--- config.mk ---
export PLATFORM = sky130hd
export DESIGN_NAME = pcn_top
export DESIGN_NICKNAME = d
export VERILOG_FILES = /design/src/verilog/pcn_pkg.sv /design/src/verilog/pcn_top.sv
export SDC_FILE = /design/constraint.sdc
export NUM_CORES = 1
export LEC_CHECK = 0
export BUFFER_PORTS_ARGS = -buffer_cell sky130_fd_sc_hd__buf_2
export CORE_ASPECT_RATIO = 1.1
export CORE_MARGIN = 2
export CORE_UTILIZATION = 40
export CTS_BUF_LIST = sky130_fd_sc_hd__clkbuf_16
export DETAILED_ROUTE_END_ITERATION = 10
export HOLD_SLACK_MARGIN = 0.12
export PLACE_DENSITY = 0.63
export REMOVE_ABC_BUFFERS = 1
export SYNTH_ARGS = -nofsm -noshare
export SYNTH_HDL_FRONTEND = slang
export SYNTH_SLANG_ARGS = --single-unit
--- constraint.sdc ---
create_clock -name sys_clk -period 5.51 [get_ports sys_clk]
set_clock_uncertainty 0.2 [all_clocks]
set_input_delay 0.8265 -clock sys_clk [delete_from_list [all_inputs] [get_ports sys_clk]]
set_output_delay 0.8265 -clock sys_clk [all_outputs]
set_load 0.05 [all_outputs]
--- src/verilog/pcn_pkg.sv ---
// Notes on behaviour
// - Any single pin or any mix of pins across all ports can be made a change source.
// - Every pin has its own rising-edge detector and its own falling-edge detector.
// - A rising edge counts only while the pin's rising-edge enable bit is one.
// - A falling edge counts only while the pin's falling-edge enable bit is one.
// - With both enable bits set a pin reacts to edges of either polarity.
// - An enabled edge sets the pin's status flag, which stays set until software clears it.
// - Detection and flags keep working with the change enable clear; only the request and the wake wait.
// - The summary flag is the OR of every per-pin status flag on every port.
// - Writing zero to a status flag bit clears that flag.
// - An edge arriving during a write to its flag register leaves the flag set.
// - With the change enable set an enabled pin edge wakes the device from sleep.
// - An edge seen in sleep is in the flag registers before the first instruction after wake.
// - Port B registers and port C bits 6 and 7 exist only on the larger-pin variant.
package pcn_pkg;

    // ==========================================
    // sizes
    localparam int PORTS  = 3;
    localparam int PW     = 8;
    localparam int ADDR_W = 16;
    localparam int IDX_W  = 14;

    // ==========================================
    // register indices, byte address is four times these
    localparam logic [IDX_W-1:0] IDX_A_RISE = 14'h1f3d;
    localparam logic [IDX_W-1:0] IDX_A_FALL = 14'h1f3e;
    localparam logic [IDX_W-1:0] IDX_A_FLAG = 14'h1f3f;
    localparam logic [IDX_W-1:0] IDX_B_RISE = 14'h1f48;
    localparam logic [IDX_W-1:0] IDX_B_FALL = 14'h1f49;
    localparam logic [IDX_W-1:0] IDX_B_FLAG = 14'h1f4a;
    localparam logic [IDX_W-1:0] IDX_C_RISE = 14'h1f53;
    localparam logic [IDX_W-1:0] IDX_C_FALL = 14'h1f54;
    localparam logic [IDX_W-1:0] IDX_C_FLAG = 14'h1f55;
    localparam logic [IDX_W-1:0] IDX_CTRL   = 14'h1f60;
    localparam logic [IDX_W-1:0] IDX_STAT   = 14'h1f61;
    localparam logic [IDX_W-1:0] IDX_MASK   = 14'h1f62;

    // ==========================================
    // implemented bits per port
    localparam logic [PW-1:0] MASK_A       = 8'h3f;
    localparam logic [PW-1:0] MASK_B_LARGE = 8'hf0;
    localparam logic [PW-1:0] MASK_C_LARGE = 8'hff;
    localparam logic [PW-1:0] MASK_C_SMALL = 8'h3f;
    localparam logic [PW-1:0] MASK_NONE    = 8'h00;

    // ==========================================
    // control register fields and reset values
    localparam int CTRL_EN_BIT  = 0;
    localparam int CTRL_SUM_BIT = 1;
    localparam logic [PW-1:0]    REG_RST  = 8'h00;
    localparam logic [PORTS-1:0] STAT_RST = 3'h0;
    localparam logic [2:0]       PRIME_FULL = 3'h7;
    localparam logic [1:0]       ADDR_ALIGN = 2'h0;

    // ==========================================
    // types
    typedef logic [PORTS-1:0][PW-1:0] pcn_bank_t;

    typedef struct packed {
        logic [PW-1:0] porta;
        logic [PW-1:0] portb;
        logic [PW-1:0] portc;
    } pcn_pins_t;

    typedef enum logic [0:0] {
        PCN_IDLE = 1'b0,
        PCN_ANS  = 1'b1
    } pcn_apb_st_t;

    typedef struct packed {
        pcn_bank_t        sync1;
        pcn_bank_t        sync2;
        pcn_bank_t        prev;
        logic [2:0]       prime;
        pcn_bank_t        rise_en;
        pcn_bank_t        fall_en;
        pcn_bank_t        flags;
        logic             chg_en;
        logic [PORTS-1:0] stat;
        logic [PORTS-1:0] mask;
        logic             irq;
        logic             chg_req;
        logic             summary;
        logic             wake;
        pcn_apb_st_t      bus_st;
        logic             pready;
        logic             pslverr;
        logic [31:0]      prdata;
    } pcn_state_t;

endpackage

--- src/verilog/pcn_top.sv ---
// Decided for this implementation: the APB interface to the registers.
`timescale 1ns/1ps

module pcn_top
    import pcn_pkg::*;
#(
    parameter bit LARGE_VARIANT = 1'b1
) (
    input  wire logic              sys_clk,
    input  wire logic              resetn,
    // apb slave
    input  wire logic              psel,
    input  wire logic              penable,
    input  wire logic              pwrite,
    input  wire logic [ADDR_W-1:0] paddr,
    input  wire logic [31:0]       pwdata,
    output logic      [31:0]       prdata,
    output logic                   pready,
    output logic                   pslverr,
    // pins and system
    input  wire pcn_pins_t         pins,
    input  wire logic              sleep_mode,
    output logic                   change_irq_req,
    output logic                   change_irq_summary_flag,
    output logic                   wake_req,
    output logic                   irq
);

    // ==========================================
    // constant tables
    localparam logic [PORTS-1:0][IDX_W-1:0] RISE_IDX = {IDX_C_RISE, IDX_B_RISE, IDX_A_RISE};
    localparam logic [PORTS-1:0][IDX_W-1:0] FALL_IDX = {IDX_C_FALL, IDX_B_FALL, IDX_A_FALL};
    localparam logic [PORTS-1:0][IDX_W-1:0] FLAG_IDX = {IDX_C_FLAG, IDX_B_FLAG, IDX_A_FLAG};

    // absent bits are held at zero, so they read zero and never detect
    localparam logic [PW-1:0] MASK_B = LARGE_VARIANT ? MASK_B_LARGE : MASK_NONE;
    localparam logic [PW-1:0] MASK_C = LARGE_VARIANT ? MASK_C_LARGE : MASK_C_SMALL;
    localparam pcn_bank_t PMASK = {MASK_C, MASK_B, MASK_A};

    pcn_state_t st_ff;
    pcn_state_t nxt_st;

    // ==========================================
    // bus decode
    logic [IDX_W-1:0] idx;
    logic             aligned;
    logic             wr_go;

    assign idx     = paddr[ADDR_W-1:2];
    assign aligned = (paddr[1:0] == ADDR_ALIGN);
    // write lands only at the access edge with pready seen high
    assign wr_go   = psel & penable & pwrite & st_ff.pready & aligned;

    // ==========================================
    // per-port edge detection and register next values
    pcn_bank_t        pin_bank;
    pcn_bank_t        det;
    pcn_bank_t        nxt_rise;
    pcn_bank_t        nxt_fall;
    pcn_bank_t        nxt_flag;
    logic [PORTS-1:0] port_evt;
    logic             armed;

    assign pin_bank = {pins.portc, pins.portb, pins.porta};
    // previous sample is junk until the chain has filled
    assign armed = (st_ff.prime == PRIME_FULL);

    genvar p;
    generate
        for (p = 0; p < PORTS; p++) begin : g_port
            logic [PW-1:0] rise_hit;
            logic [PW-1:0] fall_hit;
            logic [PW-1:0] flag_base;

            // separate detectors per pin, compared against last sample
            assign rise_hit = st_ff.sync2[p] & ~st_ff.prev[p];
            assign fall_hit = ~st_ff.sync2[p] & st_ff.prev[p];

            // each polarity gated by its own enable, both may be on
            assign det[p] = {PW{armed}} & PMASK[p] &
                ((rise_hit & st_ff.rise_en[p]) |
                 (fall_hit & st_ff.fall_en[p]));

            assign nxt_rise[p] = (wr_go && idx == RISE_IDX[p]) ?
                (pwdata[PW-1:0] & PMASK[p]) : st_ff.rise_en[p];
            assign nxt_fall[p] = (wr_go && idx == FALL_IDX[p]) ?
                (pwdata[PW-1:0] & PMASK[p]) : st_ff.fall_en[p];

            // a written zero clears, a fresh edge overrides the write
            assign flag_base = (wr_go && idx == FLAG_IDX[p]) ?
                (pwdata[PW-1:0] & PMASK[p]) : st_ff.flags[p];
            assign nxt_flag[p] = flag_base | det[p];

            assign port_evt[p] = |det[p];
        end
    endgenerate

    // ==========================================
    // read data mux
    logic [31:0] rd_val;
    logic        rd_hit;

    always_comb begin
        rd_val = 32'h0000_0000;
        rd_hit = 1'b0;
        for (int i = 0; i < PORTS; i++) begin
            if (idx == RISE_IDX[i]) begin
                rd_val = {24'h00_0000, st_ff.rise_en[i]};
                rd_hit = 1'b1;
            end
            if (idx == FALL_IDX[i]) begin
                rd_val = {24'h00_0000, st_ff.fall_en[i]};
                rd_hit = 1'b1;
            end
            if (idx == FLAG_IDX[i]) begin
                rd_val = {24'h00_0000, st_ff.flags[i]};
                rd_hit = 1'b1;
            end
        end
        if (idx == IDX_CTRL) begin
            rd_val[CTRL_EN_BIT]  = st_ff.chg_en;
            rd_val[CTRL_SUM_BIT] = st_ff.summary;
            rd_hit = 1'b1;
        end
        if (idx == IDX_STAT) begin
            rd_val[PORTS-1:0] = st_ff.stat;
            rd_hit = 1'b1;
        end
        if (idx == IDX_MASK) begin
            rd_val[PORTS-1:0] = st_ff.mask;
            rd_hit = 1'b1;
        end
        if (!aligned) begin
            rd_hit = 1'b0;
        end
    end

    // ==========================================
    // next state
    always_comb begin
        nxt_st = st_ff;

        // two flops then a history flop per pin
        nxt_st.sync1 = pin_bank;
        nxt_st.sync2 = st_ff.sync1;
        nxt_st.prev  = st_ff.sync2;
        nxt_st.prime = {st_ff.prime[1:0], 1'b1};

        nxt_st.rise_en = nxt_rise;
        nxt_st.fall_en = nxt_fall;
        nxt_st.flags   = nxt_flag;

        if (wr_go && idx == IDX_CTRL) begin
            nxt_st.chg_en = pwdata[CTRL_EN_BIT];
        end
        if (wr_go && idx == IDX_MASK) begin
            nxt_st.mask = pwdata[PORTS-1:0];
        end
        // write one clears, a same-cycle event still wins
        if (wr_go && idx == IDX_STAT) begin
            nxt_st.stat = st_ff.stat & ~pwdata[PORTS-1:0];
        end
        nxt_st.stat = nxt_st.stat | port_evt;

        // summary and request follow the flags in the same edge
        nxt_st.summary = |nxt_flag;
        nxt_st.chg_req = nxt_st.summary & nxt_st.chg_en;
        nxt_st.irq     = |(nxt_st.stat & nxt_st.mask);
        // flags and wake rise at one edge, so flags lead the first fetch
        nxt_st.wake = sleep_mode & st_ff.chg_en & (|port_evt);

        // apb: zero wait states, answer in first access cycle
        nxt_st.pready  = 1'b0;
        nxt_st.pslverr = 1'b0;
        case (st_ff.bus_st)
            PCN_IDLE: begin
                if (psel && !penable) begin
                    nxt_st.bus_st  = PCN_ANS;
                    nxt_st.pready  = 1'b1;
                    nxt_st.pslverr = ~rd_hit;
                    // refused reads return zero, even when the index hits
                    nxt_st.prdata  = (pwrite || !rd_hit) ? 32'h0000_0000 : rd_val;
                end
            end
            PCN_ANS: begin
                nxt_st.bus_st = PCN_IDLE;
            end
            default: begin
                nxt_st.bus_st = PCN_IDLE;
            end
        endcase
    end

    // ==========================================
    // state register
    always_ff @(posedge sys_clk) begin
        if (!resetn) begin
            st_ff         <= '0;
            st_ff.rise_en <= {PORTS{REG_RST}};
            st_ff.fall_en <= {PORTS{REG_RST}};
            st_ff.flags   <= {PORTS{REG_RST}};
            st_ff.stat    <= STAT_RST;
            st_ff.mask    <= STAT_RST;
            st_ff.bus_st  <= PCN_IDLE;
        end else begin
            st_ff <= nxt_st;
        end
    end

    // ==========================================
    // outputs, all straight from the state flops
    assign prdata                  = st_ff.prdata;
    assign pready                  = st_ff.pready;
    assign pslverr                 = st_ff.pslverr;
    assign change_irq_req          = st_ff.chg_req;
    assign change_irq_summary_flag = st_ff.summary;
    assign wake_req                = st_ff.wake;
    assign irq                     = st_ff.irq;

endmodule

==> results of run 1 <==
==> worst max-delay path, delay by kind of cell <==
| family | cells | cell delay (ns) |
|---|---|---|
| AOI/OAI and AO/OA | 2 | 0.63 |
| and+or+nand+nor | 4 | 1.74 |
| buffers and inverters | 1 | 0.19 |
==> per-layer routing <==
metal | global-route usage | vias up | share of wire
met1 | 0.250 | 2405 | 0.43
met5 | 0 | - | 0
met3 | 0.0509 | 34 | 0.064
li1 | - | 2523 | -
met4 | 0.100 | 0 | 0.030
met2 | 0.328 | 199 | 0.47
==> state kept, by name, indices dropped and copies added, names as in the netlist <==
name,cells
irq,1
pready,1
wake_req,1
nxt_st,38
change_irq_summary_flag,1
pslverr,1
prdata,8
change_irq_req,1
st_ff,87
==> kinds of logic (layout without fill, tap and decap cells) <==
| logic type | after synthesis | in the layout | synth area share |
|---|---|---|---|
| buf+inv | 73 | 103 | 0.0644 |
| mux | 55 | 55 | 0.0901 |
| compound gates | 131 | 131 | 0.140 |
| flops | 139 | 139 | 0.444 |
| other cells | 1 | 24 | 0.000598 |
| simple gates | 306 | 306 | 0.261 |
==> metrics by stage <==
step / hold slack (ns) / worst slack (ns) / utilization
floorplan: 0.212 / 1.73 / -
global route: 0.241 / 2.10 / 0.465
finish: 0.229 / 2.23 / 0.465
CTS: 0.231 / 2.24 / 0.465
global placement: 0.215 / 1.83 / 0.424
detailed placement: 0.218 / 1.82 / 0.424
==> power breakdown <==
group	total (mW)	internal, mW	switching [mW]	leakage, nW
Clock	1.22	0.793	0.424	0.303
Combinational	0.130	0.0326	0.0973	1.59
Sequential	1.03	1.02	0.00699	1.13
Total	2.38	1.85	0.528	3.03
==> cell usage after synthesis, types with 3 or more instances <==
cell      instances  area share
dfxtp_1         139        0.44
nand2_1          77       0.046
and2_1           61       0.061
nor2_1           45       0.027
mux2i_1          43       0.069
a21oi_1          40       0.032
o21ai_0          33       0.026
buf_4            32       0.038
clkbuf_1         30       0.018
nor3_1           23       0.018
nand3b_1         19       0.023
nand3_1          17       0.014
and3_1           12       0.012
mux2_2           12       0.022
nand2b_1         12       0.012
nor4_1            9      0.0090
a221oi_1          6      0.0084
a22oi_1           6      0.0072
buf_1             4      0.0024
inv_1             4      0.0024
nand4_1           4      0.0040
nor3b_1           4      0.0048
or2_2             4      0.0040
or3_1             4      0.0040
a211oi_1          3      0.0036
a21o_1            3      0.0036
a22o_1            3      0.0042
a31oi_1           3      0.0030
nor2b_1           3      0.0030
o21a_1            3      0.0036
o22ai_1           3      0.0030
==> worst min-delay path by stage <==
| stage | end | cells past startpoint |
|---|---|---|
| after CTS | nxt_st[138] | 1 |
| after global routing | nxt_st[137] | 1 |
| after floorplan | nxt_st[121] | 1 |
| after detailed placement | nxt_st[138] | 1 |
| final | nxt_st[125] | 1 |
| after global placement | nxt_st[122] | 1 |
==> area by class of cell <==
| class | count | area, µm² | share of cell area |
|---|---|---|---|
| clock buffers | 17 | 425 | 0.0591 |
| clock inverters | 15 | 204 | 0.0283 |
| inverters | 4 | 15.0 | 0.00209 |
| multi-input cells | 516 | 3170 | 0.441 |
| flip-flops and latches | 139 | 2780 | 0.386 |
| well taps | 200 | 250 | 0.0348 |
| repair buffers | 67 | 350 | 0.0487 |
==> qor.txt, run 1 <==
Number of flops mapped to enable cells by yosys: 0
PnR Total Power: 2.38 mW
Hold_sp: nxt_st[149]
Largest buffer count on any clock path: 2
DR pass1 iterations: 5
Number of nets with antenna violations after detailed routing: 0
Antenna Diode Count: 0
Post-route standard cell area excluding fillers: 7200 µm²
Count of routing violations after the opening detailed-route iteration: 407
Number of rows created at floorplan: 48
Ratio of total power to cell area: 330 nW/µm²
TritonCTS Sinks: 139
Static Leak: 3.03 nW
CTS H-Tree Depth: 4
Final-report max-slew violation count: 0
Startpoint type of the worst setup path: primary input
Die Span X: 123 µm
Required arrival time at the worst endpoint: 5.62 ns
Core area: 15500 µm²
Yosys warning count: 0
DRC violations left: 0
Clock tree from TritonCTS: built
Slew at the pin closest to its max-slew limit: 0.870 ns
Most frequent standard cell in the layout excluding fill and tap cells: dfxtp_1
Post-layout nets: 823
Arrival time worst endpoint: 3.39 ns
Max FO, Critical Path: 16
Yosys reg bits: 139
Post-CTS Repair Setup Buffers: 0
Worst setup startpoint: paddr[4]
Worst voltage drop across the vdd grid: 0.215 mV
Die footprint: 16700 µm²
Setup repair after global routing missed its margin: no
Routed vias/inst: 5.39
Detailed-route via count: 5161
Fraction of layout instances using a drive strength above 1: 0.157
Via count of the first global-routing pass: 4922
Area overhead of the layout relative to synthesis: 14.8%
Ratio of final minimum period to clock period: 0.596
Ports placed on the boundary: 116
Setup Viol. Count Final: 0
Synth Flop Type: dfxtp_1
Count of input and output buffers: 61
Crit Reg-Reg Startpoint: pready
Number of hold buffers added after cts: 0
Cells traversed along the worst timing path: buf_2, or4b_1, nor4_4, nand2_1, a21oi_1, nor3_1, a311oi_1
Peak per-stage delay on the critical path: 0.76 ns
Number of non-filler instances in the completed layout: 958
Global-route wire length before repair: 25700 µm
Final HPWL from detailed placement: 11800 µm
Global Route Usage Sum: 0.203
Routed wire per std cell: 17.3 µm
Filler Cells Inserted: 1510
Number of maximum-capacitance violations: 0
Post-synthesis instance total: 705
Number of cells after detailed placement: 926
Clock transition time at the flip-flop clock pins of the worst setup and hold paths: 0.06 ns
Clock root buffer master: clkbuf_16
Depth of the worst register-to-register path: 6
Die Span Y: 135 µm
CP Capture Point: change_irq_req
Synth unique cells: 65
Cell type of the slowest stage on the worst timing path: or4b_1
Slack of the worst reg-to-reg path: 2.69 ns
Number of antenna violations at the first check in global routing: 0
Total count of hold-check failures in the final report: 0
Total wirelength of the detailed-routed design: 16600 µm
Slew margin rel.: 0.419
Share of synthesized area occupied by flip-flops and latches: 0.444
Most used cells in the layout excluding fill and tap cells: 139 x dfxtp_1, 77 x nand2_1, 61 x and2_1, 61 x buf_2, 45 x nor2_1
Initial cell density of the core: 0.405
Final global-route overflow total: 0
CTS buffer count: 17
Netlist area before placement: 6270 µm²
Run status: finished, final reports clean
Post-synthesis average cell area: 8.90 µm²
CTS resizes: 0
Post-route minimum period: 3.28 ns
Standard cell area after detailed placement: 6570 µm²
Setup crit end kind: flip-flop
Hold crit path type: flip-flop to flip-flop
Insertion delay to the later sink of the worst-skew pair: 0.42 ns
Highest attainable clock frequency: 305 MHz
Total negative slack for setup checks: 0 ns
End of the worst register-to-register path: change_irq_req
WS Path Type: primary input to flip-flop
Asr flop ratio synth: 0
Maximum number of pins on one net before global-route repair: 72
Routability congestion estimate: 0.920
No activity file was read; power rests on OpenSTA's default activity.
==> run 2, diff against run 1 <==
--- a/config.mk
+++ b/config.mk
@@ -5,6 +5,7 @@
 export SDC_FILE = /design/constraint.sdc
 export NUM_CORES = 1
 export LEC_CHECK = 0
+export ABC_AREA = 1
 export BUFFER_PORTS_ARGS = -buffer_cell sky130_fd_sc_hd__buf_2
 export CORE_ASPECT_RATIO = 1.1
 export CORE_MARGIN = 2
@@ -12,7 +13,7 @@
 export CTS_BUF_LIST = sky130_fd_sc_hd__clkbuf_16
 export DETAILED_ROUTE_END_ITERATION = 10
 export HOLD_SLACK_MARGIN = 0.12
-export PLACE_DENSITY = 0.63
+export PLACE_DENSITY = 0.65
 export REMOVE_ABC_BUFFERS = 1
 export SYNTH_ARGS = -nofsm -noshare
 export SYNTH_HDL_FRONTEND = slang
==> constraint.sdc (replaced) <==
create_clock -name sys_clk -period 2.8 [get_ports sys_clk]
set_clock_uncertainty 0.2 [all_clocks]
set_input_delay 0.42 -clock sys_clk [delete_from_list [all_inputs] [get_ports sys_clk]]
set_output_delay 0.42 -clock sys_clk [all_outputs]
set_load 0.05 [all_outputs]
==> qor.txt, run 2 <==
TritonCTS Sinks: 139 (unchanged)
Post-route minimum period: 2.13 ns
WS Path Type: primary input to flip-flop
Run status: finished, final reports clean
Number of flip-flops under the largest register name: 87 (unchanged)
Post-synthesis instance total: 921 (+31%)
Antenna Diode Count: 0 (unchanged)
Number of maximum-capacitance violations: 0 (unchanged)
Count of input and output buffers: 61 (unchanged)
Setup Viol. Count Final: 0 (unchanged)
Post-CTS Repair Setup Buffers: 0 (unchanged)
Global Route Usage Sum: 0.201 (-0.00244)
Top cell type's share of synthesized area: 0.432 (-0.0115)
Number of flops mapped to enable cells by yosys: 0 (unchanged)
PnR Total Power: 4.72 mW (+98%)
Crit Reg-Reg Startpoint: pready
Post-layout nets: 1093 (+33%)
Fraction of power consumed by combinational cells: 0.061 (+0.006)
Hold crit path type: primary input to flip-flop
End of the worst register-to-register path: change_irq_req
Total wirelength of the detailed-routed design: 16500 µm (-0.47%)
Filler Cells Inserted: 1580 (+4.6%)
Total count of hold-check failures in the final report: 0 (unchanged)
Area overhead of the layout relative to synthesis: 20.9%
Count of routing violations after the opening detailed-route iteration: 441 (+8.4%)
Final HPWL from detailed placement: 12100 µm (+2.5%)
Net Switching: 1.05 mW (+99%)
Number of antenna violations at the first check in global routing: 0 (unchanged)
CTS resizes: 0 (unchanged)
Die Span X: 125 µm (+1.3%)
Netlist area before placement: 6440 µm² (+2.7%)
Final-report max-slew violation count: 0 (unchanged)
Most common cell in the synthesized netlist: nand2_1
Insertion delay to the later sink of the worst-skew pair: 0.43 ns (about the same)
Slew at the pin closest to its max-slew limit: 0.623 ns (-0.247 ns)
Depth of the worst register-to-register path: 12 (+6)
Total negative slack for setup checks: 0 ns (unchanged)
Post-synthesis average cell area: 6.99 µm² (-21%)
Required arrival time at the worst endpoint: 2.95 ns (-2.67 ns)
Setup repair after global routing missed its margin: no
Ratio of total power to cell area: 606 nW/µm² (+83%)
Global-route wire length before repair: 26900 µm (+4.8%)
Yosys reg bits: 139 (unchanged)
Detailed-route via count: 5868 (+14%)
Slack of the worst reg-to-reg path: 0.68 ns (-2.01 ns)
Clock tree from TritonCTS: built
Slew margin rel.: 0.583 (+0.164)
Synth Flop Type: dfxtp_1
Internal Power: 3.66 mW (+98%)
Arrival time worst endpoint: 2.28 ns (-1.11 ns)
Synth unique cells: 38 (-42%)
Ports placed on the boundary: 116 (unchanged)
Switching part of the total: 0.223 (+0.00114)
Maximum number of pins on one net before global-route repair: 66 (-8.3%)
Yosys warning count: 0 (unchanged)
Core area: 15700 µm² (+1.6%)
Max FO, Critical Path: 8 (-8)
Number of nets with antenna violations after detailed routing: 0 (unchanged)
Routability congestion estimate: 0.919 (about the same)
Fraction of layout instances using a drive strength above 1: 0.152 (-0.00509)
CTS buffer count: 17 (unchanged)
CP Capture Point: change_irq_req
Leading cell types by count after synthesis: 194 x nand2_1, 144 x inv_1, 139 x dfxtp_1
Share of synthesized area occupied by flip-flops and latches: 0.432 (-0.0115)
Part of the power in registers: 0.431 (-0.002)
Static Leak: 3.99 nW (+32%)
Ratio of final minimum period to clock period: 0.760
Most flop-heavy register: st_ff
Dominant cells by area after synthesis: dfxtp_1 43%, nand2_1 11%, inv_1 8.4%
CTS H-Tree Depth: 4 (unchanged)
Most used cells in the layout excluding fill and tap cells: 194 x nand2_1, 146 x inv_1, 139 x dfxtp_1
Number of hold buffers added after cts: 24 (+24)
Largest buffer count on any clock path: 2 (unchanged)
Die footprint: 17100 µm² (+2.6%)
Setup crit end kind: flip-flop
Startpoint type of the worst setup path: primary input
Worst voltage drop across the vdd grid: 0.396 mV (+84%)
Via count of the first global-routing pass: 5470 (+11%)
Top cell type by total area after synthesis: dfxtp_1
Asr flop ratio synth: 0 (unchanged)
Routed vias/inst: 4.78 (-11%)
Fraction of power consumed by the clock network: 0.509 (-0.003)
DR pass1 iterations: 5 (unchanged)
Final global-route overflow total: 0 (unchanged)
Highest attainable clock frequency: 470 MHz
Number of rows created at floorplan: 48 (unchanged)
Worst setup startpoint: paddr[9]
Clock transition time at the flip-flop clock pins of the worst setup and hold paths: 0.06 ns (about the same)
Initial cell density of the core: 0.409 (+0.00447)
Clock root buffer master: clkbuf_16
Most frequent standard cell in the layout excluding fill and tap cells: nand2_1
DRC violations left: 0 (unchanged)
Routed wire per std cell: 13.4 µm (-22%)
Die Span Y: 137 µm (+1.3%)
run 2: power by group through the flow:
stage	clock (mW)	combinational, mW	sequential [mW]
CTS	2.45	0.287	2.03
global route	2.55	0.315	2.03
finish	2.40	0.286	2.03
detailed placement	0	0.261	2.07
global placement	0	0.260	2.07
floorplan	0	0.152	2.08
run 2: worst min path at each step:
stage	startpoint	endpoint	slack [ns]	depth (start not counted)
after detailed placement	nxt_st[162]	nxt_st[138]	0.20	2
after global placement	nxt_st[159]	nxt_st[135]	0.19	2
after CTS	pwdata[2]	st_ff[72]	0.13	3
after global routing	pwdata[2]	st_ff[72]	0.14	3
after floorplan	nxt_st[145]	nxt_st[121]	0.19	2
final	pwdata[7]	st_ff[93]	0.16	3
run 2: routing by layer:
metal,track usage,share of wire,vias up
met4,0.0944,0.026,0
met2,0.335,0.46,170
met3,0.0500,0.059,28
met5,0,0,-
li1,-,-,3044
met1,0.244,0.45,2626
run 2: through the flow:
stage / hold slack [ns] / std cells / area [µm²] / worst slack (ns) / util
floorplan: 0.190 / 888 / 6170 / 0.476 / -
global placement: 0.193 / 1172 / 6920 / 0.268 / 0.440
detailed placement: 0.195 / 1172 / 6920 / 0.273 / 0.440
CTS: 0.127 / 1227 / 7790 / 0.682 / 0.495
global route: 0.142 / 1227 / 7790 / 0.409 / 0.495
finish: 0.155 / 1227 / 7790 / 0.673 / 0.495
run 2: logic make-up after synthesis:
| kind of cell | share of synthesized area |
|---|---|
| and+or+nand+nor | 0.267 |
| buffers and inverters | 0.145 |
| AOI/OAI and AO/OA | 0.155 |
| DFF | 0.432 |
| other | 0.000582 |
run 2: final cells by class:
cell class	instances	area, µm²	share of cell area
clock inverters	14	205	0.0263
well taps	200	250	0.0321
repair buffers	108	733	0.0942
inverters	155	582	0.0747
multi-input cells	594	2810	0.361
flip-flops and latches	139	2780	0.357
clock buffers	17	425	0.0546
run 2: worst max-delay path: stages:
cell and delay (ns):
buf_2 0.12, inv_1 0.05, nand2_1 0.06, nor2_1 0.12, nand2_1 0.17, nor2_1 0.18, nand2_1 0.11, inv_1 0.11
nand2_1 0.20, o21ai_0 0.29, a21oi_1 0.08, nand2_1 0.08, nor2_1 0.04, nand2_1 0.07, nor2_2 0.04, nor2_1 0.11
